<file path="config.mk">
export PLATFORM = sky130hd
export DESIGN_NAME = qei_integration
export DESIGN_NICKNAME = d
export VERILOG_FILES = /design/src/rtl/qei_input_path.v /design/src/rtl/qei_integration.v
export VERILOG_INCLUDE_DIRS = /design/src /design/src/pkg
export SDC_FILE = /design/constraint.sdc
export NUM_CORES = 1
export LEC_CHECK = 0
export BUFFER_PORTS_ARGS = -buffer_cell sky130_fd_sc_hd__buf_2
export CAP_MARGIN = 5
export CORE_AREA = 2 2 228 230
export DETAILED_ROUTE_END_ITERATION = 8
export DIE_AREA = 0 0 230 232
export GPL_TIMING_DRIVEN = 0
export PLACE_DENSITY = 0.63
export SLEW_MARGIN = 10
export SYNTH_ARGS = -nofsm -noshare
export SYNTH_HDL_FRONTEND = slang
export SYNTH_SLANG_ARGS = --single-unit
</file>
<file path="constraint.sdc">
create_clock -name clk_sys -period 5.1 [get_ports clk_sys]
set_clock_uncertainty 0.2 [all_clocks]
set_input_delay 0.765 -clock clk_sys [delete_from_list [all_inputs] [get_ports clk_sys]]
set_output_delay 0.765 -clock clk_sys [all_outputs]
set_load 0.01 [all_outputs]
</file>
<file path="src/pkg/qei_defines.vh">
// Register map, field positions, reset values and timing figures for the
// quadrature encoder integration block.
// Assumes a 32-bit APB master and one peripheral clock for all logic.
//
// Functional notes
// - Setting bit 9 of the clock domain disable register stops the encoder clock, clearing it lets it run.
// - After reset the encoder clock runs without any software action.
// - Each encoder module flags a phase error on an illegal transition of its phase A and phase B inputs.
// - The phase errors of both encoder modules feed a selection multiplexer that forwards one of them.
// - The multiplexer output is inverted and routed to the high-end timer input.
// - Phase A takes the synchronized path when select bit 0 is set, the filtered path when bit 0 is clear and bit 1 set.
// - Phase B takes the synchronized path when select bit 8 is set, the filtered path when bit 8 is clear and bit 9 set.
// - Index takes the synchronized path when select bit 16 is set, the filtered path when bit 16 is clear and bit 17 set.
// - Strobe takes the synchronized path when select bit 24 is set, the filtered path when bit 24 is clear and bit 25 set.
// - The position counter moves no later than four clocks after the input edge, except on the filtered path with a filter width above 0.
// - The position compare sync output answers within six clocks of the input edge, except on the filtered path with a filter width above 2.

`ifndef QEI_DEFINES_VH
`define QEI_DEFINES_VH

// Byte offsets of the registers.
`define QEI_ADDR_CLK_DIS     12'h000
`define QEI_ADDR_PATH_SEL    12'h004
`define QEI_ADDR_CTRL        12'h008
`define QEI_ADDR_INT_STAT    12'h00c
`define QEI_ADDR_INT_MASK    12'h010
`define QEI_ADDR_POS0        12'h014
`define QEI_ADDR_POS1        12'h018
`define QEI_ADDR_CMP0        12'h01c
`define QEI_ADDR_CMP1        12'h020
`define QEI_ADDR_PIN_LEVEL   12'h024

// Field positions.
`define QEI_CLK_DIS_BIT      9
`define QEI_CTRL_ERR_SEL     0
`define QEI_CTRL_FILT_LO     4
`define QEI_CTRL_FILT_HI     7
`define QEI_SEL_SYNC_OFS     0
`define QEI_SEL_FILT_OFS     1
`define QEI_SEL_STRIDE       8

// Reset values.
`define QEI_RST_CLK_DIS      32'h00000000
`define QEI_RST_PATH_SEL     32'h00000000
`define QEI_RST_CTRL         32'h00000000
`define QEI_RST_CMP          32'h00000000

// Timing: clock period and worst-case latencies in clocks.
`define QEI_CLK_PERIOD_NS    40
`define QEI_CNT_LAT_CLKS     4
`define QEI_CMP_LAT_CLKS     6
`define QEI_MIN_HOLD_CLKS    2

`endif

</file>
<file path="src/rtl/qei_input_path.v">
// One encoder input: two-flop synchronizer, optional glitch filter and the
// path selection between them.
// Assumes the pin is asynchronous to clk_sys and the width is static.
`timescale 1ns/1ns

module qei_input_path (
    input  wire       clk_sys,
    input  wire       reset_n,
    input  wire       pin,
    input  wire       sel_sync,
    input  wire       sel_filt,
    input  wire [3:0] filt_width,
    output wire       path_out
);

    reg       sync_a;
    reg       sync_b;
    reg       filt_q;
    reg [3:0] filt_cnt;

    // Two flops; only sync_b is looked at by any logic.
    always @(posedge clk_sys or negedge reset_n) begin
        if (!reset_n) begin
            sync_a <= 1'b0;
            sync_b <= 1'b0;
        end else begin
            sync_a <= pin;
            sync_b <= sync_a;
        end
    end

    // The filter passes a new level only after it stood filt_width extra
    // clocks, so the encoder must hold levels that much longer.
    always @(posedge clk_sys or negedge reset_n) begin
        if (!reset_n) begin
            filt_q   <= 1'b0;
            filt_cnt <= 4'h0;
        end else if (sync_b == filt_q) begin
            filt_cnt <= 4'h0;
        end else if (filt_cnt >= filt_width) begin
            filt_q   <= sync_b;
            filt_cnt <= 4'h0;
        end else begin
            filt_cnt <= filt_cnt + 4'h1;
        end
    end

    // Sync bit wins; the filter is used only when its own bit alone is set.
    // An all-clear selection falls back to the synchronized path.
    assign path_out = sel_sync ? sync_b :
                      (sel_filt ? filt_q : sync_b);

endmodule

</file>
<file path="src/rtl/qei_integration.v">
// Quadrature encoder integration: APB registers, encoder clock enable,
// input path selection, a small position decoder per encoder and the
// inverted phase-error route to the high-end timer.
// Assumes an APB master on clk_sys and asynchronous encoder pins.
`timescale 1ns/1ns
`include "qei_defines.vh"

module qei_integration (
    input  wire        clk_sys,
    input  wire        reset_n,
    input  wire        psel,
    input  wire        penable,
    input  wire        pwrite,
    input  wire [11:0] paddr,
    input  wire [31:0] pwdata,
    output reg  [31:0] prdata,
    output reg         pready,
    output reg         pslverr,
    input  wire [1:0]  quad_phase_a_in,
    input  wire [1:0]  quad_phase_b_in,
    input  wire [1:0]  index_in,
    input  wire [1:0]  strobe_in,
    output reg  [1:0]  phase_error_out,
    output reg  [1:0]  cmp_sync_out,
    output reg         high_end_timer_err_n,
    output reg         irq
);

    reg  [31:0] clock_domain_disable_reg;
    reg  [31:0] input_path_select_reg;
    reg  [31:0] ctrl_reg;
    reg  [3:0]  int_stat;
    reg  [3:0]  int_mask;
    reg  [31:0] pos [0:1];
    reg  [31:0] cmp [0:1];
    reg  [1:0]  prev_ab [0:1];
    reg  [1:0]  prev_idx;
    wire [7:0]  path;
    wire [3:0]  evt;
    wire        enc_run;
    wire        acc;
    wire        wr;
    reg         map_hit;
    reg  [31:0] next_rdata;

    // Step of a quadrature pair: 01 count up, 10 count down, 11 illegal.
    function [1:0] quad_step;
        input [1:0] was;
        input [1:0] now;
        begin
            case ({was, now})
                4'b0001, 4'b0111, 4'b1110, 4'b1000: quad_step = 2'b01;
                4'b0010, 4'b1011, 4'b1101, 4'b0100: quad_step = 2'b10;
                4'b0011, 4'b1100, 4'b0110, 4'b1001: quad_step = 2'b11;
                default:                            quad_step = 2'b00;
            endcase
        end
    endfunction

    // Address decode shared by read and write.
    function is_mapped;
        input [11:0] a;
        begin
            case (a)
                `QEI_ADDR_CLK_DIS, `QEI_ADDR_PATH_SEL, `QEI_ADDR_CTRL,
                `QEI_ADDR_INT_STAT, `QEI_ADDR_INT_MASK, `QEI_ADDR_POS0,
                `QEI_ADDR_POS1, `QEI_ADDR_CMP0, `QEI_ADDR_CMP1,
                `QEI_ADDR_PIN_LEVEL: is_mapped = 1'b1;
                default:             is_mapped = 1'b0;
            endcase
        end
    endfunction

    // The encoder domain is stopped by an enable rather than a gated clock,
    // which keeps one clock tree; the bus side keeps running regardless.
    assign enc_run = ~clock_domain_disable_reg[`QEI_CLK_DIS_BIT];

    // APB access phase; the write lands in the cycle pready is seen high.
    assign acc = psel & penable;
    assign wr  = acc & pready & pwrite;

    // Eight input paths: index e*4+k holds input kind k of encoder e,
    // kind order phase A, phase B, index, strobe.
    genvar gi;
    generate
        for (gi = 0; gi < 8; gi = gi + 1) begin : g_path
            wire pin_w;
            assign pin_w = (gi % 4 == 0) ? quad_phase_a_in[gi / 4] :
                           (gi % 4 == 1) ? quad_phase_b_in[gi / 4] :
                           (gi % 4 == 2) ? index_in[gi / 4] :
                                           strobe_in[gi / 4];
            qei_input_path u_path (
                .clk_sys    (clk_sys),
                .reset_n    (reset_n),
                .pin        (pin_w),
                .sel_sync   (input_path_select_reg[(gi % 4) *
                             `QEI_SEL_STRIDE + `QEI_SEL_SYNC_OFS]),
                .sel_filt   (input_path_select_reg[(gi % 4) *
                             `QEI_SEL_STRIDE + `QEI_SEL_FILT_OFS]),
                .filt_width (ctrl_reg[`QEI_CTRL_FILT_HI:`QEI_CTRL_FILT_LO]),
                .path_out   (path[gi])
            );
        end
    endgenerate

    // Per-encoder decoder: counts, flags illegal steps, clears on index
    // rising and pulses the compare sync when the new count matches.
    genvar ge;
    generate
        for (ge = 0; ge < 2; ge = ge + 1) begin : g_enc
            wire [1:0] ab_now;
            wire [1:0] step;
            wire       idx_rise;
            reg  [31:0] next_pos;
            assign ab_now   = {path[ge * 4], path[ge * 4 + 1]};
            assign step     = quad_step(prev_ab[ge], ab_now);
            assign idx_rise = path[ge * 4 + 2] & ~prev_idx[ge];

            // Next position, computed once for counter and comparator.
            always @* begin
                next_pos = pos[ge];
                if (idx_rise) begin
                    next_pos = 32'h00000000;
                end else if (step == 2'b01) begin
                    next_pos = pos[ge] + 32'h00000001;
                end else if (step == 2'b10) begin
                    next_pos = pos[ge] - 32'h00000001;
                end
            end

            // Counter moves the clock after the synchronized edge, three
            // clocks after the pin on the plain path.
            always @(posedge clk_sys or negedge reset_n) begin
                if (!reset_n) begin
                    prev_ab[ge]         <= 2'b00;
                    prev_idx[ge]        <= 1'b0;
                    pos[ge]             <= 32'h00000000;
                    phase_error_out[ge] <= 1'b0;
                    cmp_sync_out[ge]    <= 1'b0;
                end else if (enc_run) begin
                    prev_ab[ge]         <= ab_now;
                    prev_idx[ge]        <= path[ge * 4 + 2];
                    pos[ge]             <= next_pos;
                    phase_error_out[ge] <= (step == 2'b11);
                    cmp_sync_out[ge]    <= (step != 2'b00) &&
                                           (step != 2'b11) &&
                                           (next_pos == cmp[ge]);
                end else begin
                    phase_error_out[ge] <= 1'b0;
                    cmp_sync_out[ge]    <= 1'b0;
                end
            end
            assign evt[ge]     = phase_error_out[ge];
            assign evt[ge + 2] = cmp_sync_out[ge];
        end
    endgenerate

    // Selected error is inverted toward the timer, so idle reads high.
    always @(posedge clk_sys or negedge reset_n) begin
        if (!reset_n) begin
            high_end_timer_err_n <= 1'b1;
        end else begin
            high_end_timer_err_n <= ~(ctrl_reg[`QEI_CTRL_ERR_SEL] ?
                phase_error_out[1] : phase_error_out[0]);
        end
    end

    // Software registers. Reset leaves the encoder clock running.
    always @(posedge clk_sys or negedge reset_n) begin
        if (!reset_n) begin
            clock_domain_disable_reg <= `QEI_RST_CLK_DIS;
            input_path_select_reg    <= `QEI_RST_PATH_SEL;
            ctrl_reg                 <= `QEI_RST_CTRL;
            int_mask                 <= 4'h0;
            cmp[0]                   <= `QEI_RST_CMP;
            cmp[1]                   <= `QEI_RST_CMP;
        end else if (wr) begin
            case (paddr)
                `QEI_ADDR_CLK_DIS:  clock_domain_disable_reg <= pwdata;
                `QEI_ADDR_PATH_SEL: input_path_select_reg    <= pwdata;
                `QEI_ADDR_CTRL:     ctrl_reg                 <= pwdata;
                `QEI_ADDR_INT_MASK: int_mask                 <= pwdata[3:0];
                `QEI_ADDR_CMP0:     cmp[0]                   <= pwdata;
                `QEI_ADDR_CMP1:     cmp[1]                   <= pwdata;
                default:            ctrl_reg                 <= ctrl_reg;
            endcase
        end
    end

    // Sticky events; a new event wins over a write-one clear.
    always @(posedge clk_sys or negedge reset_n) begin
        if (!reset_n) begin
            int_stat <= 4'h0;
        end else if (wr && paddr == `QEI_ADDR_INT_STAT) begin
            int_stat <= (int_stat & ~pwdata[3:0]) | evt;
        end else begin
            int_stat <= int_stat | evt;
        end
    end

    // One level interrupt from the unmasked sticky bits.
    always @(posedge clk_sys or negedge reset_n) begin
        if (!reset_n) begin
            irq <= 1'b0;
        end else begin
            irq <= |(int_stat & int_mask);
        end
    end

    // Read mux; unmapped addresses read zero.
    always @* begin
        map_hit    = is_mapped(paddr);
        next_rdata = 32'h00000000;
        case (paddr)
            `QEI_ADDR_CLK_DIS:   next_rdata = clock_domain_disable_reg;
            `QEI_ADDR_PATH_SEL:  next_rdata = input_path_select_reg;
            `QEI_ADDR_CTRL:      next_rdata = ctrl_reg;
            `QEI_ADDR_INT_STAT:  next_rdata = {28'h0000000, int_stat};
            `QEI_ADDR_INT_MASK:  next_rdata = {28'h0000000, int_mask};
            `QEI_ADDR_POS0:      next_rdata = pos[0];
            `QEI_ADDR_POS1:      next_rdata = pos[1];
            `QEI_ADDR_CMP0:      next_rdata = cmp[0];
            `QEI_ADDR_CMP1:      next_rdata = cmp[1];
            `QEI_ADDR_PIN_LEVEL: next_rdata = {24'h000000, path};
            default:             next_rdata = 32'h00000000;
        endcase
    end

    // One wait state: pready rises in the second access cycle, and the
    // response is held valid with it for that single cycle.
    always @(posedge clk_sys or negedge reset_n) begin
        if (!reset_n) begin
            pready  <= 1'b0;
            pslverr <= 1'b0;
            prdata  <= 32'h00000000;
        end else if (acc && !pready) begin
            pready  <= 1'b1;
            pslverr <= ~map_hit;
            prdata  <= pwrite ? 32'h00000000 : next_rdata;
        end else begin
            pready  <= 1'b0;
            pslverr <= 1'b0;
            prdata  <= 32'h00000000;
        end
    end

endmodule

</file>
* Word-level counts from Yosys, hierarchy flattened *
Memories as Yosys holds them, arrays and structs flattened.
Cells that the tools add are included.

storage, ports and cells
  register bits = 334
  ROM bits = 64
  output and inout bits = 40
  memories = 2

cells by class
  $add $sub $neg = 12
  $lt $le $gt $ge = 8
  equal/unequal tests = 27
  mux-type cells = 50
  bitwise logic cells = 22
  reductions and logical operators = 26

memories
  name             depth  width  rd ports  clocked after Yosys merged registers in  wr ports  line                  RTL
  (no name shown)  16     2      1         0                                        0         qei_integration.v:51  case ({was, now})
  (no name shown)  16     2      1         0                                        0         qei_integration.v:51

operators with widths
  cell                     count
  $pmux W32 S10            1
  $mux W32                 8
  $mux W4                  17
  $add A32 B1 Y32 const B  2
  $eq A32 B32 Y1           2
  $sub A32 B1 Y32 const B  2
  $eq A12 B5 Y1 const B    4
  $add A4 B1 Y4 const B    8
  $ge A4 B4 Y1             8
  $reduce_and A2 Y1        14
  $eq A12 B4 Y1 const B    2
  $eq A12 B6 Y1 const B    2
  $mux W1                  24
  $eq A12 B3 Y1 const B    1
  $logic_not A12 Y1        1
  $not A1 Y1               12
  $reduce_or A10 Y1        1
  $and A4 B4 Y4            2
  $eq A1 B1 Y1             8
  $eq A2 B2 Y1 const B     4
  $or A4 B4 Y4             2
  $logic_and A1 B1 Y1      6
  $and A1 B1 Y1            5
  $eq A2 B1 Y1 const B     2
  other kinds (5)          7

* Depth between registers and ports, before layout *
An unclocked memory read counts as a cell.

  depth after elaboration = 10
  depth in mapped cells = 20

* Hierarchy *
A second synthesis with hierarchy kept.

second synthesis, totals
  cells, all modules = 1993
  area, all modules = 19690.1 um^2

by module, submodules not included
  module           instances  cells each  area each (um^2)
  qei_integration  1          1705        16507.1
  qei_input_path   8          36          397.9

* Worst setup path after synthesis *
OpenSTA, ideal clock, no wires.

  kind = flip-flop to flip-flop
  start = reg input_path_select_reg[1]
  end = reg cmp_sync_out[0]
  setup time = 0.096 ns
  arrival time = 3.842 ns
  required time = 4.804 ns
  setup slack = 0.963 ns
  stages on the path, launching flop included = 16
  path buffers = 0
  clock period less this slack = 4.137 ns
  path through = dfrtp_1 nand2b_1 mux2_2 a21oi_1 nand2_1 o21ai_0 ha_1 or4b_1 o32ai_1 xor2_1 xor2_1 or3b_2 a21oi_1 o2111ai_1 a311o_1 nor4_2

between the ends
  longest elaborated chain between the ends = 10

RTL lines
  what                            line                   RTL
  start: declaration              qei_integration.v:30   reg [31:0] input_path_select_reg;
  start signal: assignment        qei_integration.v:172  input_path_select_reg <= `QEI_RST_PATH_SEL;
  start signal: assignment        qei_integration.v:180  `QEI_ADDR_PATH_SEL: input_path_select_reg <= pwdata;
  $mux W1 *                       qei_input_path.v:51    (sel_filt ? filt_q : sync_b);
  $mux W1 *                       qei_input_path.v:50    assign path_out = sel_sync ? sync_b :
  $mem_v2 Z16 W2 *                --
  $eq A2 B2 Y1                    qei_integration.v:126  end else if (step == 2'b10) begin
  $mux W32                        qei_integration.v:126
  $mux W32                        qei_integration.v:124  end else if (step == 2'b01) begin
  $mux W32                        qei_integration.v:122  if (idx_rise) begin
  $eq A32 B32 Y1                  qei_integration.v:147  (next_pos == cmp[ge]);
  $logic_and A1 B1 Y1 *           qei_integration.v:146  (step != 2'b11) &&
  $mux W1 *                       qei_integration.v:140  end else if (enc_run) begin
  end signal: indexed assignment  qei_integration.v:145  cmp_sync_out[ge] <= (step != 2'b00) &&
  end: declaration                qei_integration.v:24   output reg [1:0] cmp_sync_out,

Every way passes the cells marked *; elsewhere a longest branch is shown, timed or not.
A chain may end at the register's enable or synchronous reset.

* Worst setup path in the final report *
  start = reg input_path_select_reg[9]
  end = reg cmp_sync_out[0]

The elaborated chain is that of the path after synthesis.

==> summary.txt <==
GRT Residual Overflow = 0
total CTS buffers = 41
RR Endpoint = cmp_sync_out[0]
mapped cell area = 18,700 sq um
Vias/cell = 6.12
Yosys reg bits = 334
first-pass GRT wire length = 109 mm
commonest non-fill, non-tap cell in the layout = dfrtp_1
initial antenna violation count = 7
Critical Path Stages = 16
Buf+Inv Stages, Crit Path = 0
Syn-to-layout area delta = 16.7%
outcome = finished clean
Yosys top cell by area = dfrtp_1
RR Startpoint = input_path_select_reg[9]
Iter 0 DRT Violations = 2,079
CTS max path bufs = 3
row cnt = 83
CP most frequent cell = a21oi_1
slew margin rel. = 0.104
Final Setup Violations = 0
clk root buf = clkbuf_16
FF-to-FF setup slack = 140 ps
Setup crit start = input_path_select_reg[9]
Max Cap Viol = 0
Crit. End Element = flop
Port Buf Inserts = 95
Worst EP arrival = 5200 ps
die width = 230 um
final setup TNS = 0 ps
CTS tree = yes
Hold Fails Final Rpt = 0
largest cells by area after synthesis = dfrtp_1, mux2_2, ha_1
initial core utilization = 0.367
Synth Warn # = 0
DIE HEIGHT = 232 um
Max stage delay on crit path = 590 ps
# IOs = 97
synth unique cells = 77
CTS clk-pin slew, worst paths = 60 ps
Routed Antenna Nets = 0
pwr/cell area = 459 nW/um^2
WL/cell = 27.4 um
Worst Setup EP = cmp_sync_out[0]
vias in the first global route = 16,000
Synth top area share = 0.446
drt pass-1 iters = 7
share of cells above drive strength 1 = 0.207
Core Area = 50,900 sq um
register area share after synthesis = 0.448
Worst-Margin Slew = 1340 ps
Layout Nets = 2,107
critical path, cell by cell = nand2b_2 -> mux2i_4 -> nor2_1 -> a21oi_1 -> nand2_1 -> o21ai_1 -> ha_2 -> or4b_1 -> o32ai_4 -> xor2_2 -> xor2_1 -> or3b_2 -> a21oi_1 -> o2111ai_1 -> a311o_1 -> nor4_4
DRC = 0
Req. time, crit path = 5340 ps
H-tree Lvls = 2
Pwr Total = 0.0100 W
syn avg cell area = 10.1 sq um
hold crit path type = primary input to flop
Largest regs = cmp (64), pos (64)
crit path launch type = flop
min Tclk post-route = 4960 ps
Clock Sinks = 334
drt total wl = 74.5 mm
syn nets = 1,962
fin crit share = 0.972
Synth Flop Type = dfrtp_1
crit-path leading delay family = simple AND/OR/NAND/NOR gates
Post-Syn Instances = 1,855
EDFF count, synth = 0
Fmax = 0.202 GHz
via count = 16,600
P_leak = 9.87 nW
WS Path Type = flop to flop
clk_lat worst skew = 580 ps
Max VDD drop = 0.000224 V
routability cong. = 0.984
HPWL after DPL = 55.6 mm
GRT Total Usage = 0.276
slowest CP cell = or4b_1
post-synthesis async set-or-reset flop share = 1.00
most frequent cells in the layout = dfrtp_1, mux2_2, nand2_1
max-slew violations = 0
largest net degree at the start of global routing = 115
Worst R2R Path Depth = 16
die area = 53,400 sq um
crit path max fanout = 7
==> Yosys cell counts, drive strengths merged, types with 21 or more instances <==
library cell and instances:
buf 32, nor2 130, a31oi 37, dfrtp 333
o21ai 103, xor2 50, and3 22, a21o 39
or3 35, a21oi 57, nor4 29, clkbuf 91
ha 50, nand2 135, a22oi 66, nor3 55
xnor2 53, inv 41, nand3 43, mux2 181
a222oi 21, o31ai 21, nand4 34
==> worst reg2reg max path: stages (launching register included) <==
cell       delay [ps]
dfrtp_1           410
nand2b_2          190
mux2i_4           340
nor2_1             90
a21oi_1           120
nand2_1            60
o21ai_1           160
ha_2              310
or4b_1            590
o32ai_4           400
xor2_2            270
xor2_1            100
or3b_2            470
a21oi_1           290
o2111ai_1         200
a311o_1           330
nor4_4            290
==> stage by stage <==
stage           util  instances  setup slack, ps  hold slack, ps  area [sq um]
6_report       0.428       2714              140            88.4         21800
5_1_grt        0.428       2713            -23.4            84.0         21800
4_1_cts        0.425       2711             7.76            73.2         21600
3_5_place_dp   0.395       2634             -728             137         20100
3_3_place_gp   0.393       2630            -3660             138         20000
2_1_floorplan      -       1855              963             131         18700
==> logic make-up (layout without fill, tap and decap cells) <==
group / count (synthesis) / count (layout) / synth area share
and+or+nand+nor: 575 / 575 / 0.160
AOI/OAI and AO/OA: 429 / 429 / 0.157
DFF: 334 / 334 / 0.448
muxes: 200 / 200 / 0.119
buffers and inverters: 164 / 342 / 0.0344
xor gates and xnor gates: 103 / 103 / 0.0483
adders and majority gates: 50 / 50 / 0.0335
other: 0 / 1 / 0
==> layer usage <==
metal,share of wire,vias to the layer above,wire (um),track usage
met5,0.00034,-,25,0
met4,0.038,4,2800,0.108
met3,0.089,158,6650,0.0522
met2,0.45,875,33300,0.422
met1,0.43,8377,31700,0.386
li1,-,7193,-,-
==> power breakdown <==
group          leakage (nW)  switching [W]  internal [W]
logic                  4.64        0.00239       0.00127
clock network         0.696        0.00126       0.00191
registers              4.53       0.000270       0.00290
==> final cells by class <==
type / count / area (sq um)
multi-input cells: 1357 / 9860
clock inverters: 16 / 251
diodes: 1 / 2.50
inverters: 41 / 154
plain buffers: 123 / 497
well taps: 680 / 851
repair buffers: 102 / 601
fillers: 4946 / 29100
flip-flops and latches: 334 / 8360
clock buffers: 60 / 1210
==> how the worst min path moves through the flow <==
stage,start,cells after the start,end
floorplan,g_path[0].u_path.sync_a,0,g_path[0].u_path.sync_b
global placement,g_path[5].u_path.sync_a,0,g_path[5].u_path.sync_b
detailed placement,g_path[1].u_path.sync_a,0,g_path[1].u_path.sync_b
CTS,strobe_in[0],1,g_path[3].u_path.sync_a
global route,quad_phase_a_in[0],1,g_path[0].u_path.sync_a
finish,strobe_in[0],1,g_path[3].u_path.sync_a
==> repair_timing <==
action	CTS	global route
endpoints found under the hold margin	56	0
hold buffers	1	0
pin swaps	0	1
endpoints found under the setup margin	2	2
resized for setup	15	27
setup buffers	0	2
(Power assumes the default switching activity.)
